==> config.mk <==
export PLATFORM = sky130hd
export DESIGN_NAME = alu_ext_unit
export DESIGN_NICKNAME = d
export VERILOG_FILES = /design/src/logic/alu_ext_pkg.sv /design/src/logic/round_shift.sv /design/src/logic/alu_ext_unit.sv
export SDC_FILE = /design/constraint.sdc
export NUM_CORES = 1
export LEC_CHECK = 0
export ABC_CLOCK_PERIOD_IN_PS = 25500
export BUFFER_PORTS_ARGS = -buffer_cell sky130_fd_sc_hd__buf_2
export CAP_MARGIN = 20
export CORE_MARGIN = 2
export CORE_UTILIZATION = 55
export CTS_CLUSTER_DIAMETER = 150
export DETAILED_ROUTE_END_ITERATION = 16
export PLACE_DENSITY = 0.76
export SYNTH_ARGS = -nofsm -noshare
export SYNTH_HDL_FRONTEND = slang
export SYNTH_SLANG_ARGS = --single-unit
==> constraint.sdc <==
create_clock -name clock -period 25.5 [get_ports clock]
set_input_delay 5.1 -clock clock [delete_from_list [all_inputs] [get_ports clock]]
set_output_delay 5.1 -clock clock [all_outputs]
set_load 0.005 [all_outputs]
==> src/logic/alu_ext_pkg.sv <==
package alu_ext_pkg;

  // ==========================================================
  // Major opcodes and function fields
  // ==========================================================
  localparam logic [6:0] OPC_GENERAL   = 7'h2b;
  localparam logic [6:0] OPC_IMM_SHIFT = 7'h5b;
  localparam logic [6:0] OPC_BRANCH    = 7'h0b;
  localparam logic [2:0] F3_GENERAL    = 3'h3;
  localparam logic [2:0] F3_ADD_CONST  = 3'h2;
  localparam logic [2:0] F3_SUB_CONST  = 3'h3;
  localparam logic [2:0] F3_BRANCH_EQ  = 3'h6;
  localparam logic [2:0] F3_BRANCH_NE  = 3'h7;

  localparam logic [6:0] F7_ABS        = 7'h28;
  localparam logic [6:0] F7_SLE_S      = 7'h29;
  localparam logic [6:0] F7_SLE_U      = 7'h2a;
  localparam logic [6:0] F7_MIN_S      = 7'h2b;
  localparam logic [6:0] F7_MIN_U      = 7'h2c;
  localparam logic [6:0] F7_MAX_S      = 7'h2d;
  localparam logic [6:0] F7_MAX_U      = 7'h2e;
  localparam logic [6:0] F7_EXTH_S     = 7'h2f;
  localparam logic [6:0] F7_EXTH_Z     = 7'h30;
  localparam logic [6:0] F7_EXTB_S     = 7'h31;
  localparam logic [6:0] F7_EXTB_Z     = 7'h32;
  localparam logic [6:0] F7_CLIP_S_C   = 7'h38;
  localparam logic [6:0] F7_CLIP_U_C   = 7'h39;
  localparam logic [6:0] F7_CLIP_S_R   = 7'h3a;
  localparam logic [6:0] F7_CLIP_U_R   = 7'h3b;
  localparam logic [3:0] F7_ACC_GROUP  = 4'h8;

  // ==========================================================
  // Field positions inside the instruction word
  // ==========================================================
  localparam int FUNCT7_LSB  = 25;
  localparam int RS2_LSB     = 20;
  localparam int FUNCT3_LSB  = 12;
  localparam int RD_LSB      = 7;
  localparam int SHAMT_LSB   = 25;
  localparam int VAR_ROUND   = 31;
  localparam int VAR_LOGIC   = 30;
  localparam int ACC_SUB     = 2;
  localparam int ACC_ROUND   = 1;
  localparam int ACC_LOGIC   = 0;

  // ==========================================================
  // Reset values
  // ==========================================================
  localparam logic [31:0] DATA_RST = 32'h0000_0000;
  localparam logic [4:0]  ADDR_RST = 5'h00;

  // ==========================================================
  // Decoded operation
  // ==========================================================
  typedef enum logic [4:0] {
    NOT_MINE, ILLEGAL_OP, ABSOLUTE_VALUE_OP, SET_LE_SIGNED, SET_LE_UNSIGNED,
    MINIMUM_SIGNED, MINIMUM_UNSIGNED, MAXIMUM_SIGNED, MAXIMUM_UNSIGNED,
    HALF_SIGN_EXTEND, HALF_ZERO_EXTEND, BYTE_SIGN_EXTEND, BYTE_ZERO_EXTEND,
    SATURATE_SIGNED_CONST, SATURATE_UNSIGNED_CONST, SATURATE_SIGNED_REG,
    SATURATE_UNSIGNED_REG, ACC_SHIFT_REG, ADD_CONST_SHIFT, SUB_CONST_SHIFT,
    BRANCH_EQ_CONST, BRANCH_NE_CONST
  } op_t;

endpackage : alu_ext_pkg

==> src/logic/round_shift.sv <==
// ==========================================================
// Add or subtract, optional rounding, right shift
// ==========================================================
module round_shift (
  input  wire logic [31:0] op_a,
  input  wire logic [31:0] op_b,
  input  wire logic        sub,
  input  wire logic        round,
  input  wire logic        arith,
  input  wire logic [4:0]  amount,
  output logic      [31:0] result
);
  logic [31:0] sum;
  logic [31:0] round_term;
  logic [31:0] total;

  // Sum wraps at 32 bits, as the destination does
  always_comb begin
    sum = sub ? op_a - op_b : op_a + op_b;
    round_term = 32'h0000_0000;
    // RULE7 zero amount rounding
    if (round && amount != 5'h00) begin
      round_term = 32'h0000_0001 << (amount - 5'h01);
    end
    total  = sum + round_term;
    result = arith ? 32'($signed(total) >>> amount) : total >> amount;
  end

endmodule : round_shift

==> src/logic/alu_ext_unit.sv <==
// Overview of operation
// RULE1 - Register add arithmetic: (dest + src1) shifted right arithmetically by src2[4:0].
// RULE2 - Register add logical: (dest + src1) shifted right logically by src2[4:0].
// RULE3 - Rounding register adds add two to (amount minus one) before the shift.
// RULE4 - Register subtract arithmetic: (dest - src1) shifted right arithmetically.
// RULE5 - Register subtract logical: (dest - src1) shifted right logically.
// RULE6 - Rounding register subtracts add two to (amount minus one) before shifting.
// RULE7 - Zero shift amount gives a zero rounding term.
// RULE8 - Funct7 1000000..1000111 select the eight register-amount shift operations.
// RULE9 - Funct7 0101000..0110010 select abs, compares, min, max and extensions.
// RULE10 - Funct7 0111000/0111001 are clips bounded by a five-bit constant.
// RULE11 - Funct7 0111010/0111011 are clips bounded by source register two.
// RULE12 - Opcode 1011011 funct3 010 is add with constant shift, variant in 31:30.
// RULE13 - Funct3 011 under that opcode is subtract with constant shift.
// RULE14 - Branch-equal-constant jumps to pc plus doubled offset when src1 matches.
// RULE15 - Branch-not-equal-constant jumps when src1 differs, else falls through.
// RULE16 - The five-bit compare constant is sign-extended before comparing.
// RULE17 - Branch-equal-constant uses funct3 110, opcode 0001011, scattered offset bits.
// RULE18 - Branch-not-equal-constant uses funct3 111 with the same layout.
// RULE19 - Absolute value negates a negative source, else passes it.
// RULE20 - Signed forms compare signed, unsigned forms compare unsigned.
// RULE21 - Register clips saturate to [-(bound+1), bound] or [0, bound].
// RULE22 - Unmatched encodings under these opcodes are illegal and write nothing.
module alu_ext_unit (
  input  wire logic        clock,
  input  wire logic        sys_rst,
  input  wire logic        instr_valid,
  input  wire logic [31:0] instr,
  input  wire logic [31:0] pc,
  input  wire logic [31:0] rs1_value,
  input  wire logic [31:0] rs2_value,
  input  wire logic [31:0] rd_value,
  output logic             wb_valid_q,
  output logic      [4:0]  wb_addr_q,
  output logic      [31:0] wb_data_q,
  output logic             illegal_q,
  output logic             branch_valid_q,
  output logic             branch_taken_q,
  output logic      [31:0] branch_target_q
);

  // ==========================================================
  // Instruction fields
  // ==========================================================
  logic [6:0]  opcode;
  logic [2:0]  funct3;
  logic [6:0]  funct7;
  logic [4:0]  src2_field;
  logic        src2_zero;
  alu_ext_pkg::op_t op_d;

  assign opcode     = instr[6:0];
  assign funct3     = instr[alu_ext_pkg::FUNCT3_LSB +: 3];
  assign funct7     = instr[alu_ext_pkg::FUNCT7_LSB +: 7];
  assign src2_field = instr[alu_ext_pkg::RS2_LSB +: 5];
  // Single-operand forms must carry a zero second-source field
  assign src2_zero  = (src2_field == 5'h00);

  // ==========================================================
  // Decoder
  // ==========================================================
  // RULE9 general group decode
  always_comb begin
    op_d = alu_ext_pkg::NOT_MINE;
    case (opcode)
      alu_ext_pkg::OPC_GENERAL: begin
        op_d = alu_ext_pkg::ILLEGAL_OP;
        if (funct3 == alu_ext_pkg::F3_GENERAL) begin
          case (funct7)
            alu_ext_pkg::F7_ABS:
              op_d = src2_zero ? alu_ext_pkg::ABSOLUTE_VALUE_OP : alu_ext_pkg::ILLEGAL_OP;
            alu_ext_pkg::F7_SLE_S:    op_d = alu_ext_pkg::SET_LE_SIGNED;
            alu_ext_pkg::F7_SLE_U:    op_d = alu_ext_pkg::SET_LE_UNSIGNED;
            alu_ext_pkg::F7_MIN_S:    op_d = alu_ext_pkg::MINIMUM_SIGNED;
            alu_ext_pkg::F7_MIN_U:    op_d = alu_ext_pkg::MINIMUM_UNSIGNED;
            alu_ext_pkg::F7_MAX_S:    op_d = alu_ext_pkg::MAXIMUM_SIGNED;
            alu_ext_pkg::F7_MAX_U:    op_d = alu_ext_pkg::MAXIMUM_UNSIGNED;
            alu_ext_pkg::F7_EXTH_S:
              op_d = src2_zero ? alu_ext_pkg::HALF_SIGN_EXTEND : alu_ext_pkg::ILLEGAL_OP;
            alu_ext_pkg::F7_EXTH_Z:
              op_d = src2_zero ? alu_ext_pkg::HALF_ZERO_EXTEND : alu_ext_pkg::ILLEGAL_OP;
            alu_ext_pkg::F7_EXTB_S:
              op_d = src2_zero ? alu_ext_pkg::BYTE_SIGN_EXTEND : alu_ext_pkg::ILLEGAL_OP;
            alu_ext_pkg::F7_EXTB_Z:
              op_d = src2_zero ? alu_ext_pkg::BYTE_ZERO_EXTEND : alu_ext_pkg::ILLEGAL_OP;
            // RULE10 constant bound clips
            alu_ext_pkg::F7_CLIP_S_C: op_d = alu_ext_pkg::SATURATE_SIGNED_CONST;
            alu_ext_pkg::F7_CLIP_U_C: op_d = alu_ext_pkg::SATURATE_UNSIGNED_CONST;
            // RULE11 register bound clips
            alu_ext_pkg::F7_CLIP_S_R: op_d = alu_ext_pkg::SATURATE_SIGNED_REG;
            alu_ext_pkg::F7_CLIP_U_R: op_d = alu_ext_pkg::SATURATE_UNSIGNED_REG;
            default: begin
              // RULE8 register shift family
              if (funct7[6:3] == alu_ext_pkg::F7_ACC_GROUP) begin
                op_d = alu_ext_pkg::ACC_SHIFT_REG;
              end
            end
          endcase
        end
      end
      alu_ext_pkg::OPC_IMM_SHIFT: begin
        // RULE12 add constant shift
        if (funct3 == alu_ext_pkg::F3_ADD_CONST) begin
          op_d = alu_ext_pkg::ADD_CONST_SHIFT;
        // RULE13 sub constant shift
        end else if (funct3 == alu_ext_pkg::F3_SUB_CONST) begin
          op_d = alu_ext_pkg::SUB_CONST_SHIFT;
        end else begin
          op_d = alu_ext_pkg::ILLEGAL_OP;
        end
      end
      alu_ext_pkg::OPC_BRANCH: begin
        // RULE17 equal branch decode
        if (funct3 == alu_ext_pkg::F3_BRANCH_EQ) begin
          op_d = alu_ext_pkg::BRANCH_EQ_CONST;
        // RULE18 not-equal branch decode
        end else if (funct3 == alu_ext_pkg::F3_BRANCH_NE) begin
          op_d = alu_ext_pkg::BRANCH_NE_CONST;
        end else begin
          op_d = alu_ext_pkg::ILLEGAL_OP;
        end
      end
      default: op_d = alu_ext_pkg::NOT_MINE;
    endcase
  end

  // ==========================================================
  // Shared add/subtract and shift path
  // ==========================================================
  logic        is_acc;
  logic [31:0] sh_a;
  logic [31:0] sh_b;
  logic        sh_sub;
  logic        sh_round;
  logic        sh_arith;
  logic [4:0]  sh_amount;
  logic [31:0] sh_result;

  assign is_acc = (op_d == alu_ext_pkg::ACC_SHIFT_REG);

  // One shifter serves both families; operands, amount and the sub/round/logical bits all move
  always_comb begin
    if (is_acc) begin
      // RULE1 dest plus src1
      sh_a      = rd_value;
      sh_b      = rs1_value;
      sh_amount = rs2_value[4:0];
      // RULE4 subtract variants
      sh_sub    = funct7[alu_ext_pkg::ACC_SUB];
      // RULE3 rounding variants
      sh_round  = funct7[alu_ext_pkg::ACC_ROUND];
      // RULE2 logical variants
      sh_arith  = !funct7[alu_ext_pkg::ACC_LOGIC];
    end else begin
      sh_a      = rs1_value;
      sh_b      = rs2_value;
      sh_amount = instr[alu_ext_pkg::SHAMT_LSB +: 5];
      sh_sub    = (op_d == alu_ext_pkg::SUB_CONST_SHIFT);
      sh_round  = instr[alu_ext_pkg::VAR_ROUND];
      sh_arith  = !instr[alu_ext_pkg::VAR_LOGIC];
    end
  end

  // RULE6 rounding subtracts too
  round_shift shifter (
    .op_a   (sh_a),
    .op_b   (sh_b),
    .sub    (sh_sub),
    .round  (sh_round),
    .arith  (sh_arith),
    .amount (sh_amount),
    .result (sh_result)
  );

  // ==========================================================
  // Clip bounds
  // ==========================================================
  logic [31:0] const_hi;
  logic [31:0] clip_hi;
  logic [31:0] clip_lo;

  // Zero bound collapses the range to [-1, 0]
  assign const_hi = (src2_field == 5'h00) ? 32'h0000_0000 :
                    (32'h0000_0001 << (src2_field - 5'h01)) - 32'h0000_0001;
  assign clip_hi  = (op_d == alu_ext_pkg::SATURATE_SIGNED_REG ||
                     op_d == alu_ext_pkg::SATURATE_UNSIGNED_REG) ? rs2_value : const_hi;
  // -(hi + 1) is the bitwise complement
  assign clip_lo  = ~clip_hi;

  // ==========================================================
  // Result select
  // ==========================================================
  logic [31:0] result_d;
  logic        lt_s;
  logic        lt_u;

  // RULE20 signed and unsigned compares
  assign lt_s = $signed(rs1_value) < $signed(rs2_value);
  assign lt_u = rs1_value < rs2_value;

  always_comb begin
    result_d = alu_ext_pkg::DATA_RST;
    case (op_d)
      // RULE19 absolute value
      alu_ext_pkg::ABSOLUTE_VALUE_OP:
        result_d = rs1_value[31] ? 32'h0000_0000 - rs1_value : rs1_value;
      alu_ext_pkg::SET_LE_SIGNED:    result_d = {31'h0, lt_s || rs1_value == rs2_value};
      alu_ext_pkg::SET_LE_UNSIGNED:  result_d = {31'h0, lt_u || rs1_value == rs2_value};
      alu_ext_pkg::MINIMUM_SIGNED:   result_d = lt_s ? rs1_value : rs2_value;
      alu_ext_pkg::MINIMUM_UNSIGNED: result_d = lt_u ? rs1_value : rs2_value;
      alu_ext_pkg::MAXIMUM_SIGNED:   result_d = lt_s ? rs2_value : rs1_value;
      alu_ext_pkg::MAXIMUM_UNSIGNED: result_d = lt_u ? rs2_value : rs1_value;
      alu_ext_pkg::HALF_SIGN_EXTEND: result_d = {{16{rs1_value[15]}}, rs1_value[15:0]};
      alu_ext_pkg::HALF_ZERO_EXTEND: result_d = {16'h0000, rs1_value[15:0]};
      alu_ext_pkg::BYTE_SIGN_EXTEND: result_d = {{24{rs1_value[7]}}, rs1_value[7:0]};
      alu_ext_pkg::BYTE_ZERO_EXTEND: result_d = {24'h00_0000, rs1_value[7:0]};
      // RULE21 signed saturation
      alu_ext_pkg::SATURATE_SIGNED_CONST, alu_ext_pkg::SATURATE_SIGNED_REG: begin
        if ($signed(rs1_value) <= $signed(clip_lo)) begin
          result_d = clip_lo;
        end else if ($signed(rs1_value) >= $signed(clip_hi)) begin
          result_d = clip_hi;
        end else begin
          result_d = rs1_value;
        end
      end
      // RULE21 unsigned saturation
      alu_ext_pkg::SATURATE_UNSIGNED_CONST, alu_ext_pkg::SATURATE_UNSIGNED_REG: begin
        if ($signed(rs1_value) <= $signed(32'h0000_0000)) begin
          result_d = 32'h0000_0000;
        end else if (rs1_value >= clip_hi) begin
          result_d = clip_hi;
        end else begin
          result_d = rs1_value;
        end
      end
      alu_ext_pkg::ACC_SHIFT_REG, alu_ext_pkg::ADD_CONST_SHIFT,
      alu_ext_pkg::SUB_CONST_SHIFT:  result_d = sh_result;
      default:                       result_d = alu_ext_pkg::DATA_RST;
    endcase
  end

  // ==========================================================
  // Branch compare and target
  // ==========================================================
  logic        is_branch;
  logic [31:0] cmp_const;
  logic [31:0] br_offset;
  logic        br_equal;

  assign is_branch = (op_d == alu_ext_pkg::BRANCH_EQ_CONST) ||
                     (op_d == alu_ext_pkg::BRANCH_NE_CONST);
  // RULE16 sign-extended compare constant
  assign cmp_const = {{27{src2_field[4]}}, src2_field};
  // RULE17 scattered offset, doubled
  assign br_offset = {{19{instr[31]}}, instr[31], instr[7], instr[30:25], instr[11:8], 1'b0};
  assign br_equal  = (rs1_value == cmp_const);

  // ==========================================================
  // Writeback registers
  // ==========================================================
  logic writes_d;

  // RULE22 only legal ALU ops write
  assign writes_d = instr_valid && !is_branch &&
                    op_d != alu_ext_pkg::NOT_MINE && op_d != alu_ext_pkg::ILLEGAL_OP;

  // Write strobe and destination
  always_ff @(posedge clock) begin
    if (sys_rst) begin
      wb_valid_q <= 1'b0;
      wb_addr_q  <= alu_ext_pkg::ADDR_RST;
    end else begin
      wb_valid_q <= writes_d;
      wb_addr_q  <= instr[alu_ext_pkg::RD_LSB +: 5];
    end
  end

  // Data is held when nothing is written, to save toggling
  always_ff @(posedge clock) begin
    if (sys_rst) begin
      wb_data_q <= alu_ext_pkg::DATA_RST;
    end else if (writes_d) begin
      wb_data_q <= result_d;
    end
  end

  // RULE22 illegal flag
  always_ff @(posedge clock) begin
    if (sys_rst) begin
      illegal_q <= 1'b0;
    end else begin
      illegal_q <= instr_valid && (op_d == alu_ext_pkg::ILLEGAL_OP);
    end
  end

  // Branch resolution to fetch
  always_ff @(posedge clock) begin
    if (sys_rst) begin
      branch_valid_q  <= 1'b0;
      branch_taken_q  <= 1'b0;
      branch_target_q <= alu_ext_pkg::DATA_RST;
    end else begin
      branch_valid_q <= instr_valid && is_branch;
      // RULE14 equal redirects, RULE15 not-equal redirects
      branch_taken_q <= instr_valid && is_branch &&
                        (br_equal == (op_d == alu_ext_pkg::BRANCH_EQ_CONST));
      if (instr_valid && is_branch) begin
        branch_target_q <= pc + br_offset;
      end
    end
  end
endmodule : alu_ext_unit

==> flow_summary.toml <==
[clock_tree]
hold_buffers = 0
htreeDepth = 3
post-cts-setup-buffers = 0
cts_sinks = 73
cts.path.max_buffers = 2
cts_root_buf = "clkbuf_16"
insertion_delay_ns = 0.34
cts_tree = "done"
clk_pin_slew_ns = 0.06
post_cts_resized = 0
cts_made_buffers = 9

[cells_and_area]
multi_input_area_um2 = 15100
syn_to_final_growth_pct = 8.58
drive_above_1_share = 0.119
seqCellArea_um2 = 1460
nets = 3162
fin_cells = 3215
fill_cells = 3100
final_cell_area_um2 = 19200

[worst_setup_path]
crit_path_max_fanout = 97
worstReg2RegStart = "wb_data_q[14]"
worstSetupStartpoint = "instr[31]"
timing.reg2reg.setup_slack_ns = 24.58
cp_slowest_cell = "buf_4"
cpPeakStageDelay_ns = 0.74
cp.required_ns = 25.76
path_class = "in2reg"
cp-end-kind = "flip-flop"
cp-start-kind = "input port"
crit_top_cell = "a21oi_1"
reg2reg_depth = 4
arrival_ns = 16.38

[drt]
first_iter_violations = 2558
drt-met1-wl_um = 30000
dr.pass1.iters = 6
ant_nets = 0
met3_length_um = 8960
routed.top_layer = "met5"
vias = 21655
wl_per_cell_um = 23.0
drt-vias-per-instance = 6.74
wl_um = 73800
route.detailed.drc = 0
met2WireLength_um = 30800

[yosys]
ys_seq_elements = 73
syn_inst = 2710
ys_seq_area_frac = 0.0827
syn_avg_cell_area_um2 = 6.52
ys.flop_type = "dfxtp_1"
synth_edf_count = 0
yosys_warnings = 0
yosys.area.top_type = "ha_1"
syn_area_um2 = 17700
ys_async_sr_fraction = 0
synth_cell_types = 98
synthesis.nets = 3067
synth_top_area_frac = 0.135
ys_top_cells_by_area = "ha_1 14%, dfxtp_1 8.3%, a21oi_1 8.1%"

[grt]
grt_pass1_vias = 19536
antenna_found_initial = 6
grt_pass1_wl_um = 113000
grt_use_total = 0.426
grt_overflow_total = 0
grt_max_degree = 98

[sta]
fin_crit_sh = 0.632
fin_hold_ws_ns = 0.450
period_minus_slack_ns = 16.11
setup_violations = 0
hold_viol = 0
fin_skew_ns = 0
rsz0062_at_grt = "no"
max_freq_mhz = 62.1
worstMarginPinSlew_ns = 1.25
max_slew_margin = 0.167
slew_violations = 0
setup_tns_ns = 0

[die]
start_util = 0.560
die_area_um2 = 33600
std_cell_rows = 65
ios = 236
core_area_um2 = 31600
dieHeight_um = 183
die_w_um = 183

[placed_design]
dp_hpwl_um = 58200
dpl_cell_area_um2 = 18900
port_buffers = 230
gp_congestion = 1.04
placed_cells = 3196

[hold_path]
hold_start = "branch_target_q[12]"
holdPathStages = 2
min_path_type = "reg2reg"

[flow_run]
maxCapViolCount = 0

[pwr]
ir_drop_mv = 0.0216
power_density_nw_per_um2 = 32.3
leakagePower_nw = 8.60
power.total_mw = 0.620

[status]
status = "finished clean"
## cell usage after synthesis (11+ instances only)
cell / n
nand2_1: 350
nor2_1: 313
a21oi_1: 286
ha_1: 191
o21ai_0: 176
clkbuf_1: 122
inv_1: 121
xnor2_1: 104
dfxtp_1: 73
mux2i_1: 68
nor3_1: 68
nand3_1: 57
a21o_1: 55
o211ai_1: 54
a211oi_1: 53
nand4_1: 34
nor2b_1: 31
xor2_1: 31
nand2b_1: 29
or3_1: 27
a31oi_1: 25
o21bai_1: 25
o21a_1: 24
and3_1: 22
buf_2: 22
a221oi_1: 21
buf_1: 21
o31ai_1: 19
nor4_1: 18
o221ai_1: 18
and2_1: 17
or2_2: 17
o22ai_1: 16
mux2_2: 13
a2111oi_0: 11
## metal layers
layer | global-route usage | vias to the layer above
met5 | 0 | -
met4 | 0.202 | 8
met3 | 0.0965 | 237
met2 | 0.654 | 1373
met1 | 0.565 | 9995
li1 | - | 10042
## final timing paths
kind / to
min reg2reg: branch_target_q[12]
min: branch_target_q[12]
max reg2reg: wb_data_q[14]
max: wb_data_q[8]
## kinds of logic (layout without fill, tap and decap cells)
| group | Yosys count | after routing | synth area share |
|---|---|---|---|
| and+or+nand+nor | 1034 | 1034 | 0.271 |
| AOI/OAI and AO/OA | 895 | 895 | 0.324 |
| buffers and inverters | 295 | 395 | 0.0666 |
| adders and majority gates | 194 | 194 | 0.139 |
| xor gates and xnor gates | 137 | 137 | 0.0691 |
| muxes | 82 | 82 | 0.0476 |
| DFF | 73 | 73 | 0.0827 |
| other | 0 | 3 | 0 |
## flip-flops by register name, indices dropped and copies added, names as in the netlist
name             count
wb_data_q           32
wb_valid_q           1
branch_target_q     32
illegal_q            1
branch_taken_q       1
branch_valid_q       1
wb_addr_q            5
## where the power goes
part           switching [mW]  internal [mW]
clock network          0.0530         0.0768
registers            0.000470          0.115
logic                   0.239          0.135
## layout make-up
class,instances,area share
well taps,402,0.0262
inverters,121,0.0237
clock inverters,7,0.00411
clock buffers,9,0.0117
diodes,3,0.000391
flip-flops and latches,73,0.0762
repair buffers,258,0.0710
multi-input cells,2342,0.787
## critical path: cells and delay by family
family,cells,cell delay [ns]
simple gates,10,2.34
xor+xnor,3,0.79
compound gates,22,5.77
fa+ha+maj,2,0.61
buf+inv,4,1.60
## metrics by stage
stage | setup slack, ns | utilization
final | 9.39 | 0.608
after global routing | 8.56 | 0.608
after CTS | 9.79 | 0.608
after detailed placement | 9.44 | 0.598
after global placement | 9.58 | 0.598
after floorplan | 11.84 | -
## placed cells by master (no fill, tap or decap), types with 57 or more instances in the layout
master / instances
nand2_1: 349
nor2_1: 312
a21oi_1: 285
buf_2: 230
ha_1: 191
o21ai_0: 175
inv_1: 121
xnor2_1: 104
dfxtp_1: 73
nor3_1: 68
mux2i_1: 66
nand3_1: 57
Power figures use the tool's default switching activity.
